### config.mk
export PLATFORM = sky130hd
export DESIGN_NAME = ufp_lane_map_hpd_control
export DESIGN_NICKNAME = d
export VERILOG_FILES = /design/src/core/ulm_pkg.sv /design/src/core/ulm_fifo.sv /design/src/core/ulm_edid_mem.sv /design/src/core/ufp_lane_map_hpd_control.sv
export SDC_FILE = /design/constraint.sdc
export NUM_CORES = 2
export LEC_CHECK = 0
export BUFFER_PORTS_ARGS = -buffer_cell sky130_fd_sc_hd__buf_2
export CORE_ASPECT_RATIO = 2
export CORE_MARGIN = 10
export CORE_UTILIZATION = 63
export DETAILED_ROUTE_END_ITERATION = 10
export PLACE_DENSITY = 0.89
export SLEW_MARGIN = 30
export SYNTH_ARGS = -nofsm -noshare
export SYNTH_HDL_FRONTEND = slang
export SYNTH_MEMORY_MAX_BITS = 65536
export SYNTH_SLANG_ARGS = --single-unit
### constraint.sdc
create_clock -name clk -period 3.3 [get_ports clk]
set_clock_uncertainty 0.2 [all_clocks]
set_input_delay 0.33 -clock clk [delete_from_list [all_inputs] [get_ports clk]]
set_output_delay 0.33 -clock clk [all_outputs]
set_load 0.01 [all_outputs]
### src/core/ulm_pkg.sv
// constants, modes and carrier types of the upstream lane map and hot-plug control
// assumes a single 25 MHz clock shared by all users
package ulm_pkg;
	localparam int LANE_W = 10;
	localparam int NUM_LANES = 4;
	localparam int FIFO_DEPTH = 4;
	localparam int EDID_AW = 9;
	localparam logic [19:0] ADDR_SINK_COUNT = 20'h0_0200;
	localparam logic [19:0] ADDR_LINK_PWR = 20'h0_0600;
	localparam logic [19:0] ADDR_TRAIN_SET = 20'h0_0102;
	localparam logic [19:0] ADDR_LANE_STAT = 20'h0_0202;
	localparam logic [7:0] PWR_ON_VAL = 8'h01;
	localparam logic [7:0] PWR_DOWN_VAL = 8'h02;
	localparam logic [7:0] TP_NONE = 8'h00;
	localparam logic [7:0] TP_TPS1 = 8'h01;
	localparam logic [7:0] TP_TPS4 = 8'h07;
	localparam logic [6:0] I2C_EDID_DEV = 7'h50;
	localparam logic [6:0] I2C_SEG_DEV = 7'h30;
	localparam int CLK_MHZ = 25;
	localparam int IRQ_MIN_US = 500;
	localparam int IRQ_CYCLES = IRQ_MIN_US * CLK_MHZ;
	typedef enum logic [2:0] {
		MAP_STD, MAP_STRAIGHT_DP, MAP_STRAIGHT_DP_USB, MAP_FLIPPED_DP_ONLY, MAP_FLIPPED_DP_USB
	} ulm_map_t;
	typedef enum logic [1:0] {ST_IDLE, ST_EXEC, ST_READ, ST_REPLY} ulm_state_t;
	typedef logic [NUM_LANES-1:0][LANE_W-1:0] ulm_lanes_t;
	typedef struct packed {
		logic i2c;
		logic wr;
		logic [19:0] addr;
		logic [7:0] data;
	} ulm_req_t;
	typedef struct packed {
		logic ack;
		logic [7:0] data;
	} ulm_rsp_t;
endpackage

### src/core/ulm_fifo.sv
// small synchronous fifo with valid/ready on both sides
// assumes depth is a power of two
module ulm_fifo #(
	parameter int W = 8,
	parameter int DEPTH = 4
) (
	input wire logic clk,
	input wire logic rstn,
	input wire logic inValid,
	output logic inReady,
	input wire logic [W-1:0] inData,
	output logic outValid,
	input wire logic outReady,
	output logic [W-1:0] outData
);
	localparam int AW = $clog2(DEPTH);
	logic [W-1:0] mem [DEPTH];
	logic [AW:0] wr_q;
	logic [AW:0] rd_q;
	wire push = inValid && inReady;
	wire pop = outValid && outReady;
	assign inReady = (wr_q ^ rd_q) != {1'b1, {AW{1'b0}}};
	assign outValid = wr_q != rd_q;
	assign outData = mem[rd_q[AW-1:0]];
	always_ff @(posedge clk) begin
		if (!rstn) begin
			wr_q <= '0;
			rd_q <= '0;
		end else begin
			if (push) wr_q <= wr_q + 1'b1;
			if (pop) rd_q <= rd_q + 1'b1;
		end
	end
	always_ff @(posedge clk) begin
		if (push) mem[wr_q[AW-1:0]] <= inData;
	end
endmodule

### src/core/ulm_edid_mem.sv
// display identification store, one write port and one registered read port
// assumes the downstream side loads it before the source reads it
module ulm_edid_mem
	import ulm_pkg::*;
(
	input wire logic clk,
	input wire logic wrEn,
	input wire logic [EDID_AW-1:0] wrAddr,
	input wire logic [7:0] wrData,
	input wire logic [EDID_AW-1:0] rdAddr,
	output logic [7:0] rdData
);
	logic [7:0] mem [2**EDID_AW];
	always_ff @(posedge clk) begin
		if (wrEn) mem[wrAddr] <= wrData;
		rdData <= mem[rdAddr];
	end
endmodule

### src/core/ufp_lane_map_hpd_control.sv
// upstream receive port control: lane map, sideband register access, training, hot-plug
// assumes lane symbols and lane status come from logic on clk; hot-plug and power pins do not
// Behaviour
// - the connector lanes and sideband pair are mapped for a plain or a reversible connector.
// - straight takes lanes 2,3,0,1, flipped takes 1,0,3,2 with swapped sideband, mixed gives a pair to USB.
// - native and I2C-over-channel requests are both accepted and answered.
// - identification data is read over I2C with a segment pointer beyond 256 bytes.
// - training with pattern sequence 4 is supported.
// - after 02h is written to the power register a full new training is needed.
// - under the alternate-mode policy the lane count shrinks to 4, 2, 1 or 0: the most lanes from lane 0 up that all have clock recovery done.
// - the upstream hot-plug output is high while the device is not powered off and no interrupt pulse is running.
// - the sink count reads 1 while downstream hot-plug is high and 0 while it is low.
// - a downstream hot-plug change while not powered off gives a hot-plug interrupt pulse upstream; all changes during one pulse give one further pulse.
module ufp_lane_map_hpd_control
	import ulm_pkg::*;
#(
	parameter int IRQ_CYC = IRQ_CYCLES
) (
	input wire logic clk,
	input wire logic rstn,
	input wire ulm_map_t mapMode,
	input wire logic altModePolicy,
	input wire ulm_lanes_t pinLanes,
	input wire logic pinAuxP,
	input wire logic pinAuxN,
	output ulm_lanes_t rxLanes,
	output logic rxAuxP,
	output logic rxAuxN,
	output logic [LANE_W-1:0] usbRx,
	output logic [LANE_W-1:0] usbTx,
	input wire logic [NUM_LANES-1:0] crDone,
	output logic [2:0] activeLaneCount,
	output logic [7:0] trainPattern,
	output logic linkTrained,
	input wire logic reqValid,
	output logic reqReady,
	input wire ulm_req_t req,
	output logic rspValid,
	input wire logic rspReady,
	output ulm_rsp_t rsp,
	input wire logic edidWrEn,
	input wire logic [EDID_AW-1:0] edidWrAddr,
	input wire logic [7:0] edidWrData,
	input wire logic downstream_hotplug_in,
	input wire logic powerOff,
	output logic upstream_hotplug_out
);
	// lane mapping
	localparam logic [LANE_W-1:0] LZ = '0;
	wire logic isFlip = mapMode == MAP_FLIPPED_DP_ONLY || mapMode == MAP_FLIPPED_DP_USB;
	wire logic isMixed = mapMode == MAP_STRAIGHT_DP_USB || mapMode == MAP_FLIPPED_DP_USB;
	wire ulm_lanes_t mapStraight = {pinLanes[1], pinLanes[0], pinLanes[3], pinLanes[2]};
	wire ulm_lanes_t mapStrUsb = {LZ, LZ, pinLanes[3], pinLanes[2]};
	wire ulm_lanes_t mapFlip = {pinLanes[2], pinLanes[3], pinLanes[0], pinLanes[1]};
	wire ulm_lanes_t mapFlipUsb = {LZ, LZ, pinLanes[0], pinLanes[1]};
	wire ulm_lanes_t lanesD = mapMode == MAP_STRAIGHT_DP ? mapStraight :
		mapMode == MAP_STRAIGHT_DP_USB ? mapStrUsb :
		mapMode == MAP_FLIPPED_DP_ONLY ? mapFlip :
		mapMode == MAP_FLIPPED_DP_USB ? mapFlipUsb : pinLanes;
	wire logic [LANE_W-1:0] usbRxD = mapMode == MAP_STRAIGHT_DP_USB ? pinLanes[0] :
		mapMode == MAP_FLIPPED_DP_USB ? pinLanes[3] : LZ;
	wire logic [LANE_W-1:0] usbTxD = mapMode == MAP_STRAIGHT_DP_USB ? pinLanes[1] :
		mapMode == MAP_FLIPPED_DP_USB ? pinLanes[2] : LZ;
	wire logic [2:0] laneCntD = !altModePolicy ? (isMixed ? 3'd2 : 3'd4) :
		(!isMixed && &crDone) ? 3'd4 :
		&crDone[1:0] ? 3'd2 :
		crDone[0] ? 3'd1 : 3'd0;
	always_ff @(posedge clk) begin
		if (!rstn) begin
			rxLanes <= '0;
			rxAuxP <= 1'b0;
			rxAuxN <= 1'b0;
			usbRx <= '0;
			usbTx <= '0;
			activeLaneCount <= 3'd0;
		end else begin
			rxLanes <= lanesD;
			rxAuxP <= isFlip ? pinAuxN : pinAuxP;
			rxAuxN <= isFlip ? pinAuxP : pinAuxN;
			usbRx <= usbRxD;
			usbTx <= usbTxD;
			activeLaneCount <= laneCntD;
		end
	end

	// request buffer and transaction sequencer
	ulm_req_t fifoOut;
	ulm_req_t req_q;
	ulm_state_t state_q;
	ulm_state_t state_d;
	logic fifoValid;
	wire logic popReq = state_q == ST_IDLE && fifoValid;
	ulm_fifo #(.W($bits(ulm_req_t)), .DEPTH(FIFO_DEPTH)) u_fifo (
		.clk(clk),
		.rstn(rstn),
		.inValid(reqValid),
		.inReady(reqReady),
		.inData(req),
		.outValid(fifoValid),
		.outReady(popReq),
		.outData(fifoOut)
	);
	always_comb begin
		state_d = state_q;
		case (state_q)
			ST_IDLE: if (fifoValid) state_d = ST_EXEC;
			ST_EXEC: state_d = ST_READ;
			ST_READ: state_d = ST_REPLY;
			ST_REPLY: if (rspReady) state_d = ST_IDLE;
			default: state_d = ST_IDLE;
		endcase
	end
	assign rspValid = state_q == ST_REPLY;

	// decode
	logic hpdS1;
	logic hpdS2;
	logic pwrS1;
	logic pwrS2;
	logic [7:0] linkPwr_q;
	logic [7:0] seg_q;
	logic [7:0] offset_q;
	logic trainSeen_q;
	logic [7:0] memRdData;
	wire logic exec = state_q == ST_EXEC;
	wire logic natWr = exec && !req_q.i2c && req_q.wr;
	wire logic [6:0] i2cDev = req_q.addr[6:0];
	wire logic i2cEdid = req_q.i2c && i2cDev == I2C_EDID_DEV;
	wire logic i2cSeg = req_q.i2c && i2cDev == I2C_SEG_DEV;
	wire logic wrPwr = natWr && req_q.addr == ADDR_LINK_PWR;
	wire logic wrTrain = natWr && req_q.addr == ADDR_TRAIN_SET;
	wire logic powerDown = wrPwr && req_q.data == PWR_DOWN_VAL;
	wire logic [3:0] laneMask = activeLaneCount == 3'd4 ? 4'hF :
		activeLaneCount == 3'd2 ? 4'h3 :
		activeLaneCount == 3'd1 ? 4'h1 : 4'h0;
	wire logic crOk = laneMask != 4'h0 && (crDone & laneMask) == laneMask;
	wire logic trainEnd = wrTrain && req_q.data == TP_NONE && trainSeen_q && crOk
		&& linkPwr_q != PWR_DOWN_VAL;
	wire logic [7:0] natRd = req_q.addr == ADDR_SINK_COUNT ? {7'h00, hpdS2} :
		req_q.addr == ADDR_LINK_PWR ? linkPwr_q :
		req_q.addr == ADDR_TRAIN_SET ? trainPattern :
		req_q.addr == ADDR_LANE_STAT ? {4'h0, crDone} : 8'h00;
	wire logic i2cAck = i2cEdid || (i2cSeg && req_q.wr);
	wire logic edidRdDone = state_q == ST_READ && i2cEdid && !req_q.wr;

	ulm_edid_mem u_edid (
		.clk(clk),
		.wrEn(edidWrEn),
		.wrAddr(edidWrAddr),
		.wrData(edidWrData),
		.rdAddr({seg_q[0], offset_q}),
		.rdData(memRdData)
	);

	always_ff @(posedge clk) begin
		if (!rstn) begin
			state_q <= ST_IDLE;
			req_q <= '0;
			rsp <= '0;
		end else begin
			state_q <= state_d;
			if (popReq) req_q <= fifoOut;
			if (state_q == ST_READ) begin
				rsp.ack <= req_q.i2c ? i2cAck : 1'b1;
				rsp.data <= req_q.wr ? 8'h00 : req_q.i2c ? (i2cEdid ? memRdData : 8'h00) : natRd;
			end
		end
	end

	// identification pointer, power state, training
	always_ff @(posedge clk) begin
		if (!rstn) begin
			seg_q <= 8'h00;
			offset_q <= 8'h00;
			linkPwr_q <= PWR_ON_VAL;
			trainPattern <= TP_NONE;
			trainSeen_q <= 1'b0;
			linkTrained <= 1'b0;
		end else begin
			if (exec && i2cSeg && req_q.wr) seg_q <= req_q.data;
			if (exec && i2cEdid && req_q.wr) offset_q <= req_q.data;
			else if (edidRdDone) offset_q <= offset_q + 8'h01;
			if (wrPwr) linkPwr_q <= req_q.data;
			if (wrTrain) trainPattern <= req_q.data;
			if (powerDown) begin
				trainSeen_q <= 1'b0;
				linkTrained <= 1'b0;
			end else if (wrTrain && req_q.data == TP_TPS1) begin
				trainSeen_q <= 1'b1;
				linkTrained <= 1'b0;
			end else if (trainEnd) begin
				trainSeen_q <= 1'b0;
				linkTrained <= 1'b1;
			end
		end
	end

	// hot-plug: pin synchronisers, change detect, interrupt pulse
	logic hpdPrev_q;
	logic pend_q;
	logic irqActive_q;
	logic [15:0] irqCnt_q;
	wire logic hpdChange = hpdS2 ^ hpdPrev_q;
	wire logic irqStart = (pend_q || hpdChange) && !irqActive_q && !pwrS2;
	wire logic irqLast = irqCnt_q == 16'(IRQ_CYC - 1);
	wire logic irqActiveD = irqStart || (irqActive_q && !irqLast && !pwrS2);
	always_ff @(posedge clk) begin
		if (!rstn) begin
			hpdS1 <= 1'b0;
			hpdS2 <= 1'b0;
			pwrS1 <= 1'b1;
			pwrS2 <= 1'b1;
			hpdPrev_q <= 1'b0;
			pend_q <= 1'b0;
			irqActive_q <= 1'b0;
			irqCnt_q <= 16'h0000;
			upstream_hotplug_out <= 1'b0;
		end else begin
			hpdS1 <= downstream_hotplug_in;
			hpdS2 <= hpdS1;
			pwrS1 <= powerOff;
			pwrS2 <= pwrS1;
			hpdPrev_q <= hpdS2;
			pend_q <= hpdChange && irqActive_q ? 1'b1 : (irqStart || pwrS2) ? 1'b0 : pend_q;
			irqActive_q <= irqActiveD;
			irqCnt_q <= irqStart ? 16'h0000 : irqCnt_q + 16'h0001;
			upstream_hotplug_out <= !pwrS2 && !irqActiveD;
		end
	end
endmodule

==> flow_metrics.tcl, run 1 <==
set metrics [dict create \
    portBuffers 189 \
    synth-seq-cells 4387 \
    dieHeight_um 755 \
    start_util_pct 63.2 \
    gp_congestion 0.966 \
    syn_nets 8407 \
    grt-worst-endpoint "u_edid.rdData[4]$_DFF_P_/D" \
    htreeDepth 5 \
    status "stopped before the end" \
    synthArstFlopShare_pct 0 \
    syn_area_um2 170000 \
    dp_slack_ps -895 \
    rows 270 \
    worst-ep-kind "sequential cell input" \
    die_w_um 388 \
    cts-root-buf "clkbuf_16" \
    seq_area_frac_synth_pct 76.3 \
    synth_top_cell_area_share_pct 74.3 \
    synth_flop_cell "edfxtp_1" \
    num_io_pins 190 \
    synth_cell_types 76 \
    antenna_found_initial 244 \
    syn_inst 8292 \
    gr-usage-all-layers_pct 65.0 \
    clockBufferDepth 4 \
    cts.sinks 4387 \
    numCtsBuffers 361 \
    overflow 120 \
    synth_area_leader_cell "edfxtp_1" \
    place_hpwl_mm 349 \
    grt_max_degree 165 \
    synth_area_per_cell_um2 20.5 \
    ys_top_cells_by_area "edfxtp_1, mux4_2, dfxtp_1" \
    synth_edf_count 4216 \
    post_dp_cell_area_um2 183000 \
    yosysWarnings 0 \
    firstError "[ERROR GRT-0232] Routing congestion too high. Check the congestion heatmap in the GUI." \
    failing_step "5_1_grt" \
]
per-stage QoR:
stage	hold slack [ps]	std cells
2_1_floorplan	186	8292
4_1_cts	14.3	13448
3_3_place_gp	213	12579
3_5_place_dp	208	12579
timing repair:
item / CTS
resized for setup: 245
endpoints found under the hold margin: 1143
hold buffers: 144
buffers inserted: 65
cloned: 16
pin swaps: 39
setup endpoints to repair: 8
per-layer routing:
layer  global-route usage (%)  overflow
met5                     40.1         3
met3                     57.1        10
met1                     59.7         2
met2                     77.4        65
met4                     68.3        40
Yosys cell counts (22+ instances only):
library cell / count
a211oi_1: 30
a21boi_0: 46
a21oi_1: 146
a221oi_1: 88
a22oi_1: 182
buf_1: 36
buf_2: 114
buf_4: 60
buf_6: 55
clkbuf_1: 246
dfxtp_1: 171
edfxtp_1: 4216
mux2_2: 32
mux2i_1: 323
mux4_2: 1006
nand2_1: 261
nand3_1: 76
nor2_1: 613
nor2b_1: 73
nor3_1: 22
o21ai_0: 62
o21ai_1: 33
o221ai_1: 39
o22ai_1: 42
cell families after synthesis:
family | Yosys count | share of synthesized area, %
AO/OA/AOI/OAI | 823 | 3.43
adder cells (fa/ha/maj) | 11 | 0.0808
flip-flops | 4387 | 76.3
buffers and inverters | 539 | 1.73
AND/OR/NAND/NOR | 1148 | 2.89
XOR/XNOR | 23 | 0.118
multiplexers | 1361 | 15.4
==> inputs of run 2 (changes only) <==
--- a/config.mk
+++ b/config.mk
@@ -6,11 +6,10 @@
 export NUM_CORES = 2
 export LEC_CHECK = 0
 export BUFFER_PORTS_ARGS = -buffer_cell sky130_fd_sc_hd__buf_2
-export CORE_ASPECT_RATIO = 2
 export CORE_MARGIN = 10
-export CORE_UTILIZATION = 63
+export CORE_UTILIZATION = 40
 export DETAILED_ROUTE_END_ITERATION = 10
-export PLACE_DENSITY = 0.89
+export PLACE_DENSITY_LB_ADDON = 0.15
 export SLEW_MARGIN = 30
 export SYNTH_ARGS = -nofsm -noshare
 export SYNTH_HDL_FRONTEND = slang
==> run 2 against run 1 <==
Effect of this change: the flow now finishes, with violations (negative setup slack); synthesized cell count is the same; synthesized area did not move.
==> flow_metrics.tcl, run 2 <==
set metrics [dict create \
    place_hpwl_mm 356 \
    largest_registers "u_edid.mem: 4096 flops, u_fifo.mem: 120 flops, rxLanes: 40 flops" \
    die-area_um2 452000 \
    grt_pass1_vias 94829 \
    cts_tree "built" \
    path_clk_slew_ps 60 \
    synthArstFlopShare_pct 0 \
    rsz0062_at_grt "yes" \
    clockBufferDepth 4 \
    tightest_slew_ps 980 \
    finalHoldViolations 0 \
    finalSetupViolCount 8 \
    startpoint_type "register" \
    failed_checks "negative setup slack" \
    layout_min_cycle_time_ps 3640 \
    status "complete, but fails checks" \
    seq_area_frac_synth_pct 76.3 \
    overflow 0 \
    layout_commonest_cell "edfxtp_1" \
    yosysMostFrequentCell "edfxtp_1" \
    final-max-slew-violation-count 0 \
    register_area_um2 130000 \
    synth-seq-cells 4387 \
    rows 239 \
    fmax_ghz 0.275 \
    fin_util_pct 49.3 \
    cp_max_fo 4 \
    hp-start "pinLanes[25]" \
    startpoint "offset_q[0]" \
    dr.pass1.iters 6 \
    hold_class "primary input to register" \
    syn_inst 8292 \
    antenna_found_initial 30 \
    start_util_pct 40.2 \
    drive_gt1_share_pct 34.4 \
    gp_congestion 0.860 \
    synthTopCellsByCount "edfxtp_1, mux4_2, nor2_1" \
    placed_cells 15090 \
    grt_pass1_wl_mm 760 \
    synth_flop_cell "edfxtp_1" \
    cts-root-buf "clkbuf_16" \
    portBuffers 189 \
    synth_cell_types 76 \
    core_area_um2 424000 \
    ir_drop_mv 0.457 \
    dieHeight_um 673 \
    synth_area_per_cell_um2 20.5 \
    viasPerCell 5.74 \
    min_period_over_period_pct 110 \
    mostFrequentLayoutCells "edfxtp_1, buf_4, mux4_2, nor2_1, clkbuf_16" \
    synth_edf_count 4216 \
    largest_reg_flops 4096 \
    p_leak_nw 67.5 \
    worstPathRequired_ps 3990 \
    ys_top_cells_by_area "edfxtp_1, mux4_2, dfxtp_1" \
    maxCapViolCount 0 \
    cts.sinks 4387 \
    wl_mm 547 \
    syn_nets 8407 \
    grt_max_degree 133 \
    ant_nets 0 \
    drt-initial-drc-count 11401 \
    critPathArrivalTime_ps 4330 \
    largest_register "u_edid.mem" \
    path_class "register to register" \
    reg2reg_from "offset_q[0]" \
    gr-usage-all-layers_pct 23.6 \
    vias 93700 \
    setup_ws_ps -339 \
    numCtsBuffers 458 \
    htreeDepth 5 \
    area_growth_pct 22.8 \
    nNetsFinal 10358 \
    powerDensity_nw_per_um2 554 \
    syn_area_um2 170000 \
    n_fill_cell 34829 \
    multi_input_area_um2 38600 \
    yosysWarnings 0 \
    synth_area_leader_cell "edfxtp_1" \
    synth_top_cell_area_share_pct 74.3 \
    crit_path_end_kind "register" \
    layout.cells.non_filler 16310 \
    clock_latency_ps 1050 \
    drcViolationCount 0 \
    wl_per_cell_um 33.6 \
    num_io_pins 190 \
    relSlewSlack_pct 34.4 \
    hold-worst-slack_ps 61.7 \
    die_w_um 673 \
]
-- run 2: cell counts after synthesis --
Identical to the previous run, type by type.
-- run 2: cells by family (layout without fill, tap and decap cells) --
family / count (synthesis) / after routing / share of synthesized area [%]
buf+inv: 539 / 2877 / 1.73
mux: 1361 / 1361 / 15.4
simple gates: 1148 / 1148 / 2.89
xor+xnor: 23 / 23 / 0.118
compound gates: 823 / 823 / 3.43
flops: 4387 / 4387 / 76.3
fa+ha+maj: 11 / 11 / 0.0808
other cells: 0 / 17 / 0
-- run 2: through the flow --
step	worst slack (ps)	cell area, um2	setup TNS [ps]	total power [mW]
CTS	-429	208000	-1960	117
detailed placement	-1020	189000	-6220	66.0
global placement	-1030	189000	-6770	65.8
finish	-339	209000	-1840	116
global route	-366	209000	-2250	119
floorplan	480	170000	0	63.9
-- run 2: worst paths after layout --
check | cells after the start | slack, ps | end
setup / recovery | 9 | -340 | u_edid.rdData[7]
hold / removal | 4 | 60 | rxLanes[25]
setup reg to reg | 9 | -340 | u_edid.rdData[7]
hold reg to reg | 1 | 210 | pwrS2
-- run 2: layer usage --
metal	up-vias	track usage [%]	part of all wire, %	wire length [um]
li1	38336	-	-	-
met1	50524	32.4	41	222000
met2	4038	38.1	48	261000
met3	790	4.58	7.9	43200
met4	12	7.85	3.8	20900
met5	-	0	0.016	89
-- run 2: repair_timing --
action / CTS / global route
setup endpoints to repair: 8 / 9
pin swaps: 31 / 36
resized for setup: 204 / 101
hold endpoints to repair: 3940 / 0
cloned: 8 / 2
hold buffers: 233 / 0
setup buffers: 77 / 44
-- run 2: where the power goes --
part	total, mW	switching, mW	internal [mW]	leakage [nW]
logic	3.41	2.30	1.10	21.0
registers	61.6	0.276	61.3	39.3
clock network	50.9	21.9	29.1	7.13
-- run 2: critical path: stages, from the launching register on --
cell and delay (ps):
dfxtp_4 440, buf_12 170, buf_16 120, buf_8 100
mux4_2 510, mux4_2 510, o211ai_1 690, nand3_4 340
a221oi_2 350, a31oi_1 60
-- run 2: final cells by class --
cell class	count	area share (%)
Sequential cell	4387	62.2
Clock buffer	576	5.75
Antenna cell	17	0.0203
Clock inverter	271	1.27
Multi-Input combinational cell	3366	18.4
Timing Repair Buffer	2013	8.91
Inverter	17	0.0401
Tap cell	5663	3.39
(Power assumes the default switching activity.)
